### src/inc/lcr_pkg.sv
package lcr_pkg;
   // Register map.
   localparam logic [11:0] LINK_CAP_ADDR  = 12'h04C;
   localparam logic [11:0] LINK_CTL_ADDR  = 12'h050;
   localparam logic [11:0] SWITCH_CTL_ADDR = 12'h060;
   // Field positions.
   localparam int SPEED_LSB     = 0;
   localparam int WIDTH_LSB     = 4;
   localparam int LPS_LSB       = 10;
   localparam int STANDBY_LSB   = 12;
   localparam int DEEP_LSB      = 15;
   localparam int REFCLK_BIT    = 18;
   localparam int LOSS_BIT      = 19;
   localparam int ACTIVE_BIT    = 20;
   localparam int BWN_BIT       = 21;
   localparam int PORT_LSB      = 24;
   localparam int SHARED_CLK_BIT = 6;
   localparam int UNLOCK_BIT    = 0;
   // Reset and fixed values.
   localparam logic [3:0] SPEED_RST        = 4'h1;
   localparam logic [1:0] LPS_VAL          = 2'h3;
   localparam logic [2:0] STANDBY_SEP      = 3'h5;
   localparam logic [2:0] STANDBY_COMMON   = 3'h3;
   localparam logic [2:0] DEEP_RST         = 3'h2;
   localparam logic [5:0] WIDTH_X1         = 6'h01;
   localparam logic [7:0] PORT_MAX         = 8'h06;
   // Fixed L1 exit time, in nanoseconds, and its length in 50 ns cycles.
   localparam int DEEP_EXIT_NS   = 2300;
   localparam int CLK_PERIOD_NS  = 50;
   localparam int DEEP_EXIT_CYC  = (DEEP_EXIT_NS + CLK_PERIOD_NS - 1) / CLK_PERIOD_NS;
endpackage

### src/design/lcr_width_decode.sv
`timescale 1ns/100ps
module lcr_width_decode (
   // Field in.
   input  wire logic [5:0] widthCode,
   // Effective lane count.
   output logic      [5:0] trainWidth,
   output logic            widthValid
);
   function automatic logic lcr_valid(input logic [5:0] c);
      case (c)
         6'h01, 6'h02, 6'h04, 6'h08, 6'h0C, 6'h10, 6'h20: lcr_valid = 1'b1;
         default: lcr_valid = 1'b0;
      endcase
   endfunction

   always_comb begin
      widthValid = lcr_valid(widthCode);
      trainWidth = widthValid ? widthCode : lcr_pkg::WIDTH_X1;
   end
endmodule

### src/design/lcr_reg_write.sv
`timescale 1ns/100ps
module lcr_reg_write (
   // Merge of a write into a lockable field.
   input  wire logic        unlock,
   input  wire logic        wrHit,
   input  wire logic [31:0] wrData,
   input  wire logic [31:0] curVal,
   input  wire logic [31:0] lockMask,
   output logic      [31:0] nextVal
);
   always_comb begin
      if (wrHit && unlock) begin
         nextVal = (curVal & ~lockMask) | (wrData & lockMask);
      end else begin
         nextVal = curVal;
      end
   end
endmodule

### src/design/lcr_link_cap.sv
// Added by the designer: the plain strobed port.
`timescale 1ns/100ps
// Contract
// - Speed field 3:0 read-only, resets 1
// - Lane width 9:4, physical width, rewritable
// - Invalid lane width trains as x1
// - Valid widths 1,2,4,8,12,16,32 only
// - Low-power support 11:10 fixed 3
// - Standby latency 5 separate, 3 shared
// - Deep idle latency 17:15 resets 2
// - Refclk removal bit 18 resets 0
// - Link-loss bit 19: up 0, down 1
// - Link-active bit 20: down 1, up 0
// - Bandwidth notify bit 21: down 1, up 0
// - Old revision mode clears bandwidth notify
// - Bits 31:24 return port index, capped at 6
// - Shared refclk bit selects standby latency
module lcr_link_cap (
   // Clock and reset.
   input  wire logic        ref_clk,
   input  wire logic        rst,
   // Port identity and straps, from same-clock logic.
   input  wire logic [7:0]  portIndex,
   input  wire logic [5:0]  physLaneWidth,
   input  wire logic        legacyRevMode,
   // Register port.
   input  wire logic [11:0] regAddr,
   input  wire logic [31:0] regWrData,
   input  wire logic        regWrite,
   input  wire logic        regRead,
   output logic      [31:0] regRdData,
   // Link trainer.
   output logic      [5:0]  trainWidth,
   output logic      [2:0]  standbyExitLatency,
   output logic             sharedRefclkConfig,
   output logic             registerWriteUnlock
);
   typedef struct packed {
      logic [31:0] cap;
      logic        loaded;
      logic        sharedClk;
      logic        unlock;
      logic [31:0] rdData;
   } lcr_state_s;

   lcr_state_s st_r;
   lcr_state_s st_nxt;
   logic [31:0] capView;
   logic [31:0] capMerged;
   logic [31:0] lockMask;
   logic        isUp;
   logic        widthValid;

   assign isUp = (portIndex == 8'h00);
   assign lockMask = 32'h003F_F3F0;

   always_comb begin
      capView = st_r.cap;
      capView[3:0]   = lcr_pkg::SPEED_RST;
      capView[11:10] = lcr_pkg::LPS_VAL;
      capView[14:12] = st_r.sharedClk ? lcr_pkg::STANDBY_COMMON
                                      : lcr_pkg::STANDBY_SEP;
      capView[23:22] = 2'h0;
      capView[31:24] = (portIndex > lcr_pkg::PORT_MAX) ? lcr_pkg::PORT_MAX
                                                      : portIndex;
      if (isUp) begin
         capView[lcr_pkg::ACTIVE_BIT] = 1'b0;
         capView[lcr_pkg::BWN_BIT]    = 1'b0;
      end
   end

   lcr_reg_write u_wr (
      .unlock   (st_r.unlock),
      .wrHit    (regWrite && regAddr == lcr_pkg::LINK_CAP_ADDR),
      .wrData   (regWrData),
      .curVal   (st_r.cap),
      .lockMask (lockMask),
      .nextVal  (capMerged)
   );

   lcr_width_decode u_dec (
      .widthCode  (st_r.cap[9:4]),
      .trainWidth (trainWidth),
      .widthValid (widthValid)
   );

   always_comb begin
      st_nxt = st_r;
      st_nxt.cap = capMerged;
      // Capture strap-derived defaults on the first cycle after reset.
      if (!st_r.loaded) begin
         st_nxt.loaded = 1'b1;
         st_nxt.cap = 32'h0000_0000;
         st_nxt.cap[9:4]   = physLaneWidth;
         st_nxt.cap[17:15] = lcr_pkg::DEEP_RST;
         st_nxt.cap[lcr_pkg::REFCLK_BIT] = 1'b0;
         st_nxt.cap[lcr_pkg::LOSS_BIT]   = !isUp;
         st_nxt.cap[lcr_pkg::ACTIVE_BIT] = !isUp;
         st_nxt.cap[lcr_pkg::BWN_BIT]    = !isUp && !legacyRevMode;
      end
      if (regWrite && regAddr == lcr_pkg::LINK_CTL_ADDR) begin
         st_nxt.sharedClk = regWrData[lcr_pkg::SHARED_CLK_BIT];
      end
      if (regWrite && regAddr == lcr_pkg::SWITCH_CTL_ADDR) begin
         st_nxt.unlock = regWrData[lcr_pkg::UNLOCK_BIT];
      end
      st_nxt.rdData = 32'h0000_0000;
      if (regRead) begin
         case (regAddr)
            lcr_pkg::LINK_CAP_ADDR: st_nxt.rdData = capView;
            lcr_pkg::LINK_CTL_ADDR: begin
               st_nxt.rdData[lcr_pkg::SHARED_CLK_BIT] = st_r.sharedClk;
            end
            lcr_pkg::SWITCH_CTL_ADDR: begin
               st_nxt.rdData[lcr_pkg::UNLOCK_BIT] = st_r.unlock;
            end
            default: st_nxt.rdData = 32'h0000_0000;
         endcase
      end
   end

   always_ff @(posedge ref_clk or posedge rst) begin
      if (rst) begin
         st_r <= '0;
      end else begin
         st_r <= st_nxt;
      end
   end

   assign regRdData           = st_r.rdData;
   assign standbyExitLatency  = capView[14:12];
   assign sharedRefclkConfig  = st_r.sharedClk;
   assign registerWriteUnlock = st_r.unlock;
endmodule

### config.mk
export PLATFORM = sky130hd
export DESIGN_NAME = lcr_link_cap
export DESIGN_NICKNAME = d
export VERILOG_FILES = /design/src/inc/lcr_pkg.sv /design/src/design/lcr_width_decode.sv /design/src/design/lcr_reg_write.sv /design/src/design/lcr_link_cap.sv
export SDC_FILE = /design/constraint.sdc
export NUM_CORES = 1
export LEC_CHECK = 0
export BUFFER_PORTS_ARGS = -buffer_cell sky130_fd_sc_hd__buf_2
export CAP_MARGIN = 20
export CORE_MARGIN = 2
export CORE_UTILIZATION = 44
export DETAILED_ROUTE_END_ITERATION = 16
export PLACE_DENSITY = 0.79
export SYNTH_ARGS = -nofsm -noshare
export SYNTH_HDL_FRONTEND = slang
export SYNTH_SLANG_ARGS = --single-unit
export TNS_END_PERCENT = 100
### constraint.sdc
create_clock -name ref_clk -period 1.9 [get_ports ref_clk]
set_input_delay 0.19 -clock ref_clk [delete_from_list [all_inputs] [get_ports ref_clk]]
set_output_delay 0.19 -clock ref_clk [all_outputs]
set_load 0.05 [all_outputs]
---- After elaboration in Yosys (flattened, before gate mapping) ----
Index checks and enable logic that the tools add are counted.
word-level totals
  bits of input ports ..................... 63
  word-level logic and storage cells ...... 39
  flip-flop bits (word level) ............. 67
operators by class
  bitwise gates (word level) .............. 1
  order comparisons ....................... 1
  muxes and demuxes ....................... 12
  eq/ne operators ......................... 11
  reductions and logical operators ........ 9
operators with widths
  kind                   number
  $mux W32               2
  $eq A12 B7 Y1 const B  3
  $mux W33               1
  $or A32 B22 Y32        1
  $mux W25               1
  $eq A6 B4 Y1 const B   2
  $gt A8 B3 Y1 const B   1
  $logic_not A8 Y1       1
  $mux W8                1
  $reduce_or A7 Y1       1
  $eq A6 B1 Y1 const B   1
  $eq A6 B2 Y1 const B   1
  $eq A6 B3 Y1 const B   1
  $eq A6 B5 Y1 const B   1
  $eq A6 B6 Y1 const B   1
  $mux W6                1
  $logic_and A1 B1 Y1    5
  $mux W5                1
  $pmux W1 S2            2
  $mux W3                1
  $logic_not A1 Y1       2
  $mux W2                1
  $ne A2 B1 Y1 const B   1
  $mux W1                1

---- Depth between registers and ports, before layout ----
Gate-level depths: netlist of run 1.
  word-level depth ........................ 5
  gate-level depth with buffers ........... 7
  mapped depth without buffers ............ 5

---- Hierarchy ----
A second synthesis of run 1 with hierarchy kept.
unflattened totals
  cells, all modules ...................... 277
  area total of the unflattened synthesis .. 3259.4 µm²
modules (own cells, without submodules)
  module            area each (µm²)  cells an instance  seq. area each (µm²)  times used
  lcr_link_cap      2403.6           184                1501.4                1
  lcr_reg_write     699.4            70                 0.0                   1
  lcr_width_decode  156.4            23                 0.0                   1

---- Worst setup path after synthesis of run 1 ----
OpenSTA, ideal clock, no wires.
  kind .................................... flip-flop to output port
  start ................................... register st_r (netlist bit capView[6])
  end ..................................... output port trainWidth[0]
  slack ................................... -0.671 ns
  arrival ................................. 2.381 ns
  cell stages (with the launch flop) ...... 5
  path through ............................ dfrtp_1 nor3_1 nand2_1 nor3_1 a21oi_1
between the ends
  word-level cells in the longest chain between the ends .. 4
  elaborated cells between the ends (all ways) .. 10
  those cells by class .................... eq/ne (7); mux (2); reduce/logical (1)
RTL lines
  item                                  line                    text
  from (decl)                           lcr_link_cap.sv:46      lcr_state_s st_r;
  from (signal assigned)                lcr_link_cap.sv:126     st_r <= st_nxt;
  $eq A6 B1 Y1 (tied with other cells)  lcr_width_decode.sv:10  case (c)
  $reduce_or A7 Y1 *                    lcr_width_decode.sv:10
  $mux W1 *                             lcr_width_decode.sv:10
  $mux W6 *                             lcr_width_decode.sv:18  trainWidth = widthValid ? widthCode : lcr_pkg::WIDTH_X1;
  to (decl)                             lcr_link_cap.sv:33      output logic [5:0] trainWidth,
Mark *: on every way between the ends. The rest lies on a longest branch, timed or not.

---- Final worst setup path of run 1 ----
Same ends and word-level chain as after synthesis.

==> flow_summary.json, run 1 <==
{
  "status": "finished, final reports clean",
  "pwr_density_cell_nw_per_um2": 719,
  "synthXorXnorAreaFrac_pct": 0.454,
  "cts.sinks": 41,
  "switchingPower_uw": 434,
  "drt_iter0_markers": 73,
  "num_rows": 24,
  "core-area_um2": 4290,
  "crit_arrival_ns": 1.54,
  "via_per_inst": 4.80,
  "ant_nets": 0,
  "ys_types": 37,
  "pin_count": 106,
  "antenna_cells": 0,
  "die_x_um": 70.2,
  "cp.required_ns": 1.71,
  "skew_ns": 0.00323,
  "grt_pass1_vias": 1373,
  "port_buffers": 81,
  "cts.htree.levels": 2,
  "ir_worst_vdd_mv": 0.291,
  "highest_layer": "met4",
  "synth_top_family_by_area": "simple AND/OR/NAND/NOR gates",
  "timing.final.ws_setup_ns": 0.172,
  "dr.pass1.iters": 4,
  "pwr-share-clk_pct": 31.9,
  "overflow": 0,
  "period_share_pct": 91.0,
  "grt_setup_unrepaired": "false",
  "max_stage_delay_ns": 0.44,
  "cts.clk_slew.worst_paths_ns": 0.07,
  "areaGrowthSynthToFinish_pct": 19.6,
  "setup_viol": 0,
  "netlist_area_um2": 1930,
  "min_path_type": "primary input to flop",
  "grt_use_total_pct": 15.8,
  "clockBufferDepth": 2,
  "period_needed_ns": 1.73,
  "setup.worst_path.class": "flop to output port",
  "die-area_um2": 4930,
  "final_cell_area_um2": 2310,
  "final_cells": 302,
  "min_path_cells": 3,
  "grt_max_degree": 27,
  "insertion_delay_ns": 0.28,
  "clock-root-buffer": "clkbuf_8",
  "r2r_cells": 5,
  "postPlaceCellArea_um2": 2210,
  "setup_tns_ns": 0,
  "r2r-start": "registerWriteUnlock$_DFFE_PP0P_",
  "leakage_uw": 0.00126,
  "cts_tree": "done",
  "hold_viol_final": 0,
  "holdCritStartpoint": "regWrData[16]",
  "seqPwrFrac_pct": 55.8,
  "wire_per_inst_um": 12.0,
  "gp_congestion": 0.802,
  "nNetsFinal": 312,
  "slew_headroom_pct": 66.1,
  "endpoint_kind": "output port",
  "min_to": "capView[16]$_DFFE_PP0P_",
  "synthAdderAreaFrac_pct": 0,
  "route.met3.wl_um": 243,
  "avgSynthCellArea_um2": 10.5,
  "yosysWarnings": 0,
  "internal-power_uw": 1230,
  "p_comb_share_pct": 12.3,
  "grt_pass1_wl_um": 6060,
  "power_uw": 1660,
  "synth-seq-cells": 41,
  "rrSetupSlack_ns": 0.46,
  "swShare_pct": 26.1,
  "synth-compound-area-share_pct": 7.07,
  "yosys.area_share.simple_pct": 18.9,
  "crit_fanout": 5,
  "post_route_cells_drive_above_1_share_pct": 42.0,
  "path_cells": "nor2_1, xor2_1, o21ai_0, a21oi_1, buf_2",
  "synthCells": 183,
  "met2WireLength_um": 1770,
  "dpl.hpwl_um": 2810,
  "tightest_slew_ns": 0.506,
  "totalWireLength_um": 3610,
  "place_inst": 293,
  "antenna_found_initial": 0,
  "r2r-end": "capView[6]$_DFFE_PP0P_",
  "m1WireLength_um": 1530,
  "drc_errors": 0,
  "worst_setup_path_start_kind": "flop",
  "slew_viol_final": 0,
  "maxCapViolCount": 0,
  "initial_utilization_pct": 44.9,
  "vias": 1451,
  "numCtsBuffers": 5,
  "fp.dieH_um": 70.2,
  "ys_seq_area_share_pct": 53.2,
  "cp_slowest_cell": "dfrtp_1",
  "timing.fmax_mhz": 579,
  "dp_slack_ns": -0.0512,
  "synthMuxAreaShare_pct": 3.70
}
## power by group through the flow
stage	combinational [uW]	sequential [uW]	clock (uW)
6_report	203	926	530
4_1_cts	205	925	553
2_1_floorplan	143	934	0
5_1_grt	226	931	592
3_5_place_dp	203	942	0
3_3_place_gp	199	941	0
## state kept, by name, summed over array words and instances, names as in the netlist
register / flops
capView: 11
registerWriteUnlock: 1
sharedRefclkConfig: 1
regRdData: 25
st_r: 3
## how the worst max path moves through the flow
stage	start	slack [ns]	cells past startpoint	endpoint
6_report	capView[6]$_DFFE_PP0P_	0.17	5	trainWidth[0]
5_1_grt	capView[6]$_DFFE_PP0P_	0.007	5	trainWidth[0]
4_1_cts	capView[6]$_DFFE_PP0P_	0.15	4	trainWidth[5]
3_5_place_dp	regAddr[1]	-0.05	5	regRdData[24]$_DFF_PP0_
3_3_place_gp	regAddr[1]	0.008	5	regRdData[24]$_DFF_PP0_
2_1_floorplan	capView[6]$_DFFE_PP0P_	-0.11	4	trainWidth[0]
## routing by layer
layer,vias to the layer above,GRT usage (%)
li1,703,-
met4,0,6.41
met2,61,26.6
met1,680,19.0
met3,7,4.47
met5,-,0
## cells in the mapped netlist
cell,count,share of area [%]
a21oi_1,8,2.1
a221o_1,2,1.0
a22o_1,3,1.4
a31oi_1,1,0.32
and2_1,14,4.5
and3_1,1,0.32
and4_1,2,0.91
buf_2,2,0.52
buf_4,35,14
buf_6,1,0.58
clkbuf_1,2,0.39
conb_1,2,0.39
dfrtp_1,41,53
inv_1,5,0.97
inv_2,1,0.19
mux2_2,1,0.58
mux2i_1,6,3.1
nand2_1,10,1.9
nand3_1,3,0.78
nand3b_1,1,0.39
nand4_1,2,0.65
nor2_1,17,3.3
nor3_1,4,1.0
nor3b_1,1,0.39
nor4_1,4,1.3
o21a_1,1,0.39
o21ai_0,1,0.26
o22ai_1,1,0.32
o311ai_0,1,0.45
o41ai_2,1,0.84
or2_2,1,0.32
or3_1,1,0.32
or3b_2,1,0.45
or4_1,3,1.2
or4_4,1,0.58
or4b_2,1,0.52
xor2_1,1,0.45
## per-stage QoR
stage	util (%)	hold WS [ns]
floorplan	-	0.302
global placement	51.5	0.0547
detailed placement	51.5	0.0592
CTS	53.6	0.122
global route	53.7	0.123
finish	53.7	0.127
## what timing repair did
item / CTS / global route
setup endpoints to repair: 0 / 2
setup buffers: 0 / 0
resized for setup: 0 / 1
hold buffers: 1 / 0
endpoints found under the hold margin: 15 / 0
## worst max-delay path, delay by kind of cell, from the launching register on
family | cells | cell delay [ns]
AOI/OAI and AO/OA | 2 | 0.22
xor gates and xnor gates | 1 | 0.15
buffers and inverters | 1 | 0.27
DFF | 1 | 0.44
and+or+nand+nor | 1 | 0.18
## layout by cell type (no fill, tap or decap), types with 2 or more instances in the layout
cell	n
a21oi_1	8
a221o_1	2
a22o_1	3
and2_1	14
and4_1	2
buf_2	81
buf_4	7
clkbuf_8	5
clkinv_2	2
conb_1	12
dfrtp_1	41
inv_1	4
mux2i_1	6
nand2_1	10
nand3_1	3
nand4_1	2
nor2_1	17
nor3_1	2
nor3_2	2
nor4_1	3
or4_1	3
## layout make-up
type | instances | area [um^2]
inverter | 6 | 22.5
fill | 395 | 1990
timing repair buffer | 89 | 468
clock buffer | 6 | 72.6
multi-input combinational | 106 | 643
clock inverter | 2 | 10.0
sequential | 41 | 1030
tap | 52 | 65.1
## logic make-up after synthesis
group,Yosys count
xor+xnor,1
buf+inv,46
simple gates,67
mux,7
compound gates,19
flops,41
other cells,2
Note: power is estimated with default switching activity, not from simulation.
==> run 2, diff against run 1 <==
--- a/config.mk
+++ b/config.mk
@@ -8,9 +8,9 @@
 export BUFFER_PORTS_ARGS = -buffer_cell sky130_fd_sc_hd__buf_2
 export CAP_MARGIN = 20
 export CORE_MARGIN = 2
-export CORE_UTILIZATION = 44
+export CORE_UTILIZATION = 48
 export DETAILED_ROUTE_END_ITERATION = 16
-export PLACE_DENSITY = 0.79
+export PLACE_DENSITY = 0.85
 export SYNTH_ARGS = -nofsm -noshare
 export SYNTH_HDL_FRONTEND = slang
 export SYNTH_SLANG_ARGS = --single-unit
==> constraint.sdc (replaced) <==
create_clock -name ref_clk -period 2.2 [get_ports ref_clk]
set_input_delay 0.22 -clock ref_clk [delete_from_list [all_inputs] [get_ports ref_clk]]
set_output_delay 0.22 -clock ref_clk [all_outputs]
set_load 0.01 [all_outputs]
==> flow_summary.json, run 2 (synthesis results as in run 1) <==
{
  "leakage_uw": 0.00125,
  "timing.final.ws_setup_ns": 0.443,
  "postCtsSetupBuffers": 0,
  "r2r-end": "st_r[55]$_DFFE_PP0P_",
  "drt_iter0_markers": 59,
  "antenna_found_initial": 0,
  "slew_viol_final": 0,
  "crit_buf_inv": 1,
  "nNetsFinal": 307,
  "final_cells": 295,
  "die-area_um2": 4540,
  "max_stage_delay_ns": 0.43,
  "dp_slack_ns": 0.257,
  "die_x_um": 67.4,
  "r2r_cells": 3,
  "dr.pass1.iters": 4,
  "p_comb_share_pct": 8.2,
  "initial_utilization_pct": 48.9,
  "dpl.hpwl_um": 2740,
  "cpLargestDelayFamily": "simple AND/OR/NAND/NOR gates",
  "grt_setup_unrepaired": "false",
  "antenna_cells": 0,
  "period_needed_ns": 1.76,
  "areaGrowthSynthToFinish_pct": 18.5,
  "cts_tree": "done",
  "status": "finished, final reports clean",
  "timing.fmax_mhz": 569,
  "insertion_delay_ns": 0.28,
  "path_cells": "nor3_1, nand2_1, nor3_1, a21oi_1, buf_2",
  "maxCapViolCount": 0,
  "clockBufferDepth": 2,
  "pwr_density_cell_nw_per_um2": 674,
  "fp.dieH_um": 67.4,
  "core-area_um2": 3940,
  "port_buffers": 81,
  "setup_tns_ns": 0,
  "min_path_type": "primary input to asynchronous set/reset pin",
  "place_inst": 287,
  "clock-root-buffer": "clkbuf_8",
  "cts.clk_slew.worst_paths_ns": 0.07,
  "slew_headroom_pct": 62.3,
  "grt_use_total_pct": 17.0,
  "num_rows": 23,
  "cts_hold_buf": 0,
  "ant_nets": 0,
  "cp_common_cell": "nor3_1",
  "endpoint_kind": "output port",
  "cts_resized": 0,
  "via_per_inst": 4.77,
  "crit_fanout": 5,
  "internal-power_uw": 1200,
  "crit_arrival_ns": 1.54,
  "drc_errors": 0,
  "gp_congestion": 0.821,
  "period_share_pct": 79.9,
  "tightest_slew_ns": 0.563,
  "ir_worst_vdd_mv": 0.311,
  "setup_viol": 0,
  "nFillCells": 362,
  "totalWireLength_um": 3530,
  "overflow": 0,
  "final_cell_mix": "buf_2, dfrtp_1, nor2_1",
  "wire_per_inst_um": 12.0,
  "numCtsBuffers": 5,
  "largest_reg_flops": 25,
  "vias": 1407,
  "grt_pass1_vias": 1306,
  "grt_max_degree": 42,
  "cts.sinks": 41,
  "r2r-start": "st_r[34]$_DFF_PP0_",
  "cp.required_ns": 1.98,
  "skew_ns": 0.00106,
  "rrSetupSlack_ns": 0.69,
  "pin_count": 106,
  "pwr-share-clk_pct": 39.9,
  "switchingPower_uw": 338,
  "seqPwrFrac_pct": 51.9,
  "worst_setup_path_start_kind": "flop",
  "final_util_pct": 58.0,
  "setup.worst_path.class": "flop to output port",
  "grt_pass1_wl_um": 5710,
  "cts.htree.levels": 2,
  "hold_viol_final": 0,
  "layout_commonest_cell": "buf_2",
  "cp_slowest_cell": "dfrtp_1",
  "post_route_cells_drive_above_1_share_pct": 40.4,
  "swShare_pct": 21.9
}
[run 2: cell count changes in the layout (fill, tap and decap cells not counted), moves of 2 or more]
cell      before  now
buf_4          7    3
nor3_2         2    0
clkinv_2       2    0
nor3_1         2    4
[run 2: worst min-delay path, stage by stage]
cell and delay [ns]:
buf_2 0.10, clkinv_1 0.04, buf_4 0.42
[run 2: how the worst max path moves through the flow]
| stage | start | to | slack [ns] | cells past startpoint |
|---|---|---|---|---|
| after floorplan | regAddr[1] | regRdData[5]$_DFF_PP0_ | 0.43 | 6 |
| after global placement | regAddr[1] | regRdData[24]$_DFF_PP0_ | 0.27 | 5 |
| after detailed placement | regAddr[1] | regRdData[24]$_DFF_PP0_ | 0.26 | 5 |
| after CTS | capView[6]$_DFFE_PP0P_ | trainWidth[0] | 0.44 | 5 |
| after global routing | capView[6]$_DFFE_PP0P_ | trainWidth[0] | 0.31 | 5 |
| final | capView[6]$_DFFE_PP0P_ | trainWidth[0] | 0.44 | 5 |
[run 2: power groups by stage]
stage / clock (uW) / sequential, uW / combinational [uW]
global route: 660 / 805 / 146
detailed placement: 0 / 814 / 128
floorplan: 0 / 805 / 82.5
finish: 615 / 800 / 127
CTS: 633 / 799 / 129
global placement: 0 / 813 / 124
[run 2: metal layers]
| layer | track usage [%] | part of all wire, % |
|---|---|---|
| met1 | 20.3 | 41 |
| met3 | 3.83 | 6.2 |
| met2 | 30.1 | 51 |
| met5 | 0 | 0 |
| met4 | 6.12 | 1.4 |
[run 2: per-stage QoR]
step	hold slack (ns)	area, um^2	total power (uW)
3_5_place_dp	0.367	2170	942
4_1_cts	0.0584	2290	1560
5_1_grt	0.0835	2290	1610
2_1_floorplan	0.332	1970	887
3_3_place_gp	0.356	2170	937
6_report	0.0424	2290	1540
[run 2: area by class of cell]
cell class,count,area (um^2),share of cell area [%]
flip-flops and latches,41,1030,44.9
well taps,50,62.6,2.74
multi-input cells,106,627,27.4
inverters,6,22.5,0.985
repair buffers,84,428,18.7
clock buffers,6,82.6,3.61
clock inverters,2,37.5,1.64
==> run 3, diff against run 2 <==
--- a/config.mk
+++ b/config.mk
@@ -5,12 +5,13 @@
 export SDC_FILE = /design/constraint.sdc
 export NUM_CORES = 1
 export LEC_CHECK = 0
+export ABC_AREA = 1
 export BUFFER_PORTS_ARGS = -buffer_cell sky130_fd_sc_hd__buf_2
 export CAP_MARGIN = 20
 export CORE_MARGIN = 2
-export CORE_UTILIZATION = 48
+export CORE_UTILIZATION = 42
 export DETAILED_ROUTE_END_ITERATION = 16
-export PLACE_DENSITY = 0.85
+export PLACE_DENSITY = 0.77
 export SYNTH_ARGS = -nofsm -noshare
 export SYNTH_HDL_FRONTEND = slang
 export SYNTH_SLANG_ARGS = --single-unit
==> constraint.sdc (replaced) <==
create_clock -name ref_clk -period 1.4 [get_ports ref_clk]
set_input_delay 0.14 -clock ref_clk [delete_from_list [all_inputs] [get_ports ref_clk]]
set_output_delay 0.14 -clock ref_clk [all_outputs]
set_load 0.01 [all_outputs]
==> flow_summary.json, run 3 <==
{
  "status": "finished with violations",
  "violations": "negative setup slack",
  "wire_per_inst_um": 10.2,
  "die_x_um": 76.4,
  "crit_arrival_ns": 1.50,
  "core-area_um2": 5070,
  "grt_pass1_wl_um": 7400,
  "swShare_pct": 24.7,
  "gp_congestion": 0.842,
  "antenna_cells": 0,
  "avgSynthCellArea_um2": 8.03,
  "clockBufferDepth": 2,
  "ant_nets": 0,
  "synth-seq-cells": 41,
  "slew_viol_final": 0,
  "yosysMostFrequentCell": "nand2_1",
  "cts.clk_slew.worst_paths_ns": 0.08,
  "pin_count": 106,
  "synth.area.top_cells": "dfrtp_1, nand2_1, buf_4",
  "final_cell_area_um2": 2660,
  "cp.required_ns": 1.26,
  "largest_reg_flops": 25,
  "synth.largest_area_cell": "dfrtp_1",
  "setup_viol": 6,
  "r2r-start": "registerWriteUnlock$_DFFE_PP0P_",
  "endpoint_kind": "output port",
  "die-area_um2": 5840,
  "p_comb_share_pct": 14.6,
  "grt_pass1_vias": 1762,
  "areaGrowthSynthToFinish_pct": 20.8,
  "num_rows": 26,
  "synth_edf_count": 0,
  "cts.htree.levels": 2,
  "final_util_pct": 52.4,
  "totalWireLength_um": 4210,
  "nNetsFinal": 404,
  "pwr_density_cell_nw_per_um2": 979,
  "synth-async-reset-ratio_pct": 100,
  "dr.pass1.iters": 4,
  "ir_worst_vdd_mv": 0.510,
  "skew_ns": 0.00544,
  "dpl.hpwl_um": 3210,
  "initial_utilization_pct": 43.4,
  "postPlaceCellArea_um2": 2470,
  "tightest_slew_ns": 0.581,
  "synth.top_cell.area_share_pct": 46.6,
  "maxCapViolCount": 0,
  "slew_headroom_pct": 61.0,
  "port_buffers": 81,
  "post_route_cells_drive_above_1_share_pct": 36.5,
  "ys_types": 22,
  "netlist_area_um2": 2200,
  "yosysWarnings": 0,
  "drt_iter0_markers": 70,
  "clock-root-buffer": "clkbuf_8",
  "layout_commonest_cell": "buf_2",
  "ys_seq_area_share_pct": 46.6,
  "period_share_pct": 117,
  "crit_fanout": 4,
  "period_needed_ns": 1.64,
  "internal-power_uw": 1960,
  "synthCells": 274,
  "vias": 1765,
  "cts_tree": "done",
  "cts.sinks": 41,
  "via_per_inst": 4.28,
  "synth_common_cells": "nand2_1, dfrtp_1, buf_4, inv_1, nor2_1",
  "insertion_delay_ns": 0.28,
  "antenna_found_initial": 0,
  "timing.fmax_mhz": 609,
  "setup.worst_path.class": "flop to output port",
  "drc_errors": 0,
  "final_cell_mix": "buf_2, nand2_1, dfrtp_1",
  "synthFlopType": "dfrtp_1",
  "min_path_type": "primary input to flop",
  "hold_viol_final": 0,
  "critical_path.startpoint": "capView[9]$_DFFE_PP0P_",
  "leakage_uw": 0.00155,
  "timing.final.ws_setup_ns": -0.241,
  "pwr-share-clk_pct": 37.1,
  "worst_setup_path_start_kind": "flop",
  "fp.dieH_um": 76.4,
  "grt_max_degree": 27,
  "grt_use_total_pct": 15.5,
  "holdCritStartpoint": "regWrData[17]",
  "numCtsBuffers": 5,
  "switchingPower_uw": 642,
  "overflow": 0,
  "grt_setup_unrepaired": "true",
  "seqPwrFrac_pct": 48.3
}
==> run 3: metrics by stage <==
step,worst slack [ns],hold WS [ns],instances,setup TNS (ns),power (uW)
after CTS,-0.188,0.0884,412,-0.932,2600
after detailed placement,-0.00985,0.150,400,-0.0211,1610
after floorplan,0.177,0.260,284,0,1490
final,-0.241,0.0929,412,-1.04,2600
after global placement,0.0737,0.147,400,0,1600
after global routing,-0.323,0.0775,412,-1.63,2730
==> run 3: kinds of logic after synthesis <==
family	count (synthesis)	share of synthesized area [%]
AOI/OAI and AO/OA	3	0.682
buffers and inverters	74	20.0
DFF	41	46.6
other	2	0.341
and+or+nand+nor	154	32.3
==> run 3: path summary, 6_finish.rpt <==
path,to,slack [ns],cells after the start
worst max-delay path,trainWidth[2],-0.24,7
worst min-delay path,capView[17]$_DFFE_PP0P_,0.09,3
worst max register to register,capView[19]$_DFFE_PP0P_,0.27,6
worst min register to register,regRdData[18]$_DFF_PP0_,0.51,2
max in group asynchronous,capView[4]$_DFFE_PP0P_,0.53,4
min in group asynchronous,regRdData[20]$_DFF_PP0_,0.39,3
==> run 3: what timing repair did <==
item / CTS / global route
endpoints found under the setup margin: 6 / 6
hold endpoints to repair: 15 / 0
pin swaps: 2 / 3
hold buffers: 1 / 0
resized for setup: 5 / 9
buffers inserted: 3 / 0
==> run 3: critical path: stages (launching register included) <==
cell	delay (ns)
dfrtp_1	0.42
nor2_4	0.16
buf_6	0.11
nand4_1	0.11
nand2_2	0.12
nor2_4	0.05
nor2_1	0.11
buf_2	0.14
==> run 3: layout make-up <==
type | instances | area, um^2
flip-flops and latches | 41 | 1030
inverters | 34 | 129
clock buffers | 6 | 82.6
fillers | 499 | 2420
well taps | 70 | 87.6
repair buffers | 90 | 492
multi-input cells | 169 | 802
clock inverters | 2 | 37.5
==> run 3: power by group through the flow <==
stage	registers, uW	logic (uW)	clock network (uW)
finish	1260	381	966
global route	1260	436	1040
CTS	1250	363	983
detailed placement	1270	337	0
global placement	1270	328	0
floorplan	1270	220	0
==> run 3: metal layers <==
metal / vias up / global-route usage [%] / part of all wire [%] / wire, um
met4: 0 / 5.27 / 1.7 / 72
met2: 54 / 28.2 / 50 / 2100
li1: 916 / - / - / -
met3: 7 / 3.55 / 4.4 / 184
met1: 788 / 17.7 / 44 / 1850
met5: - / 0 / 0 / 0
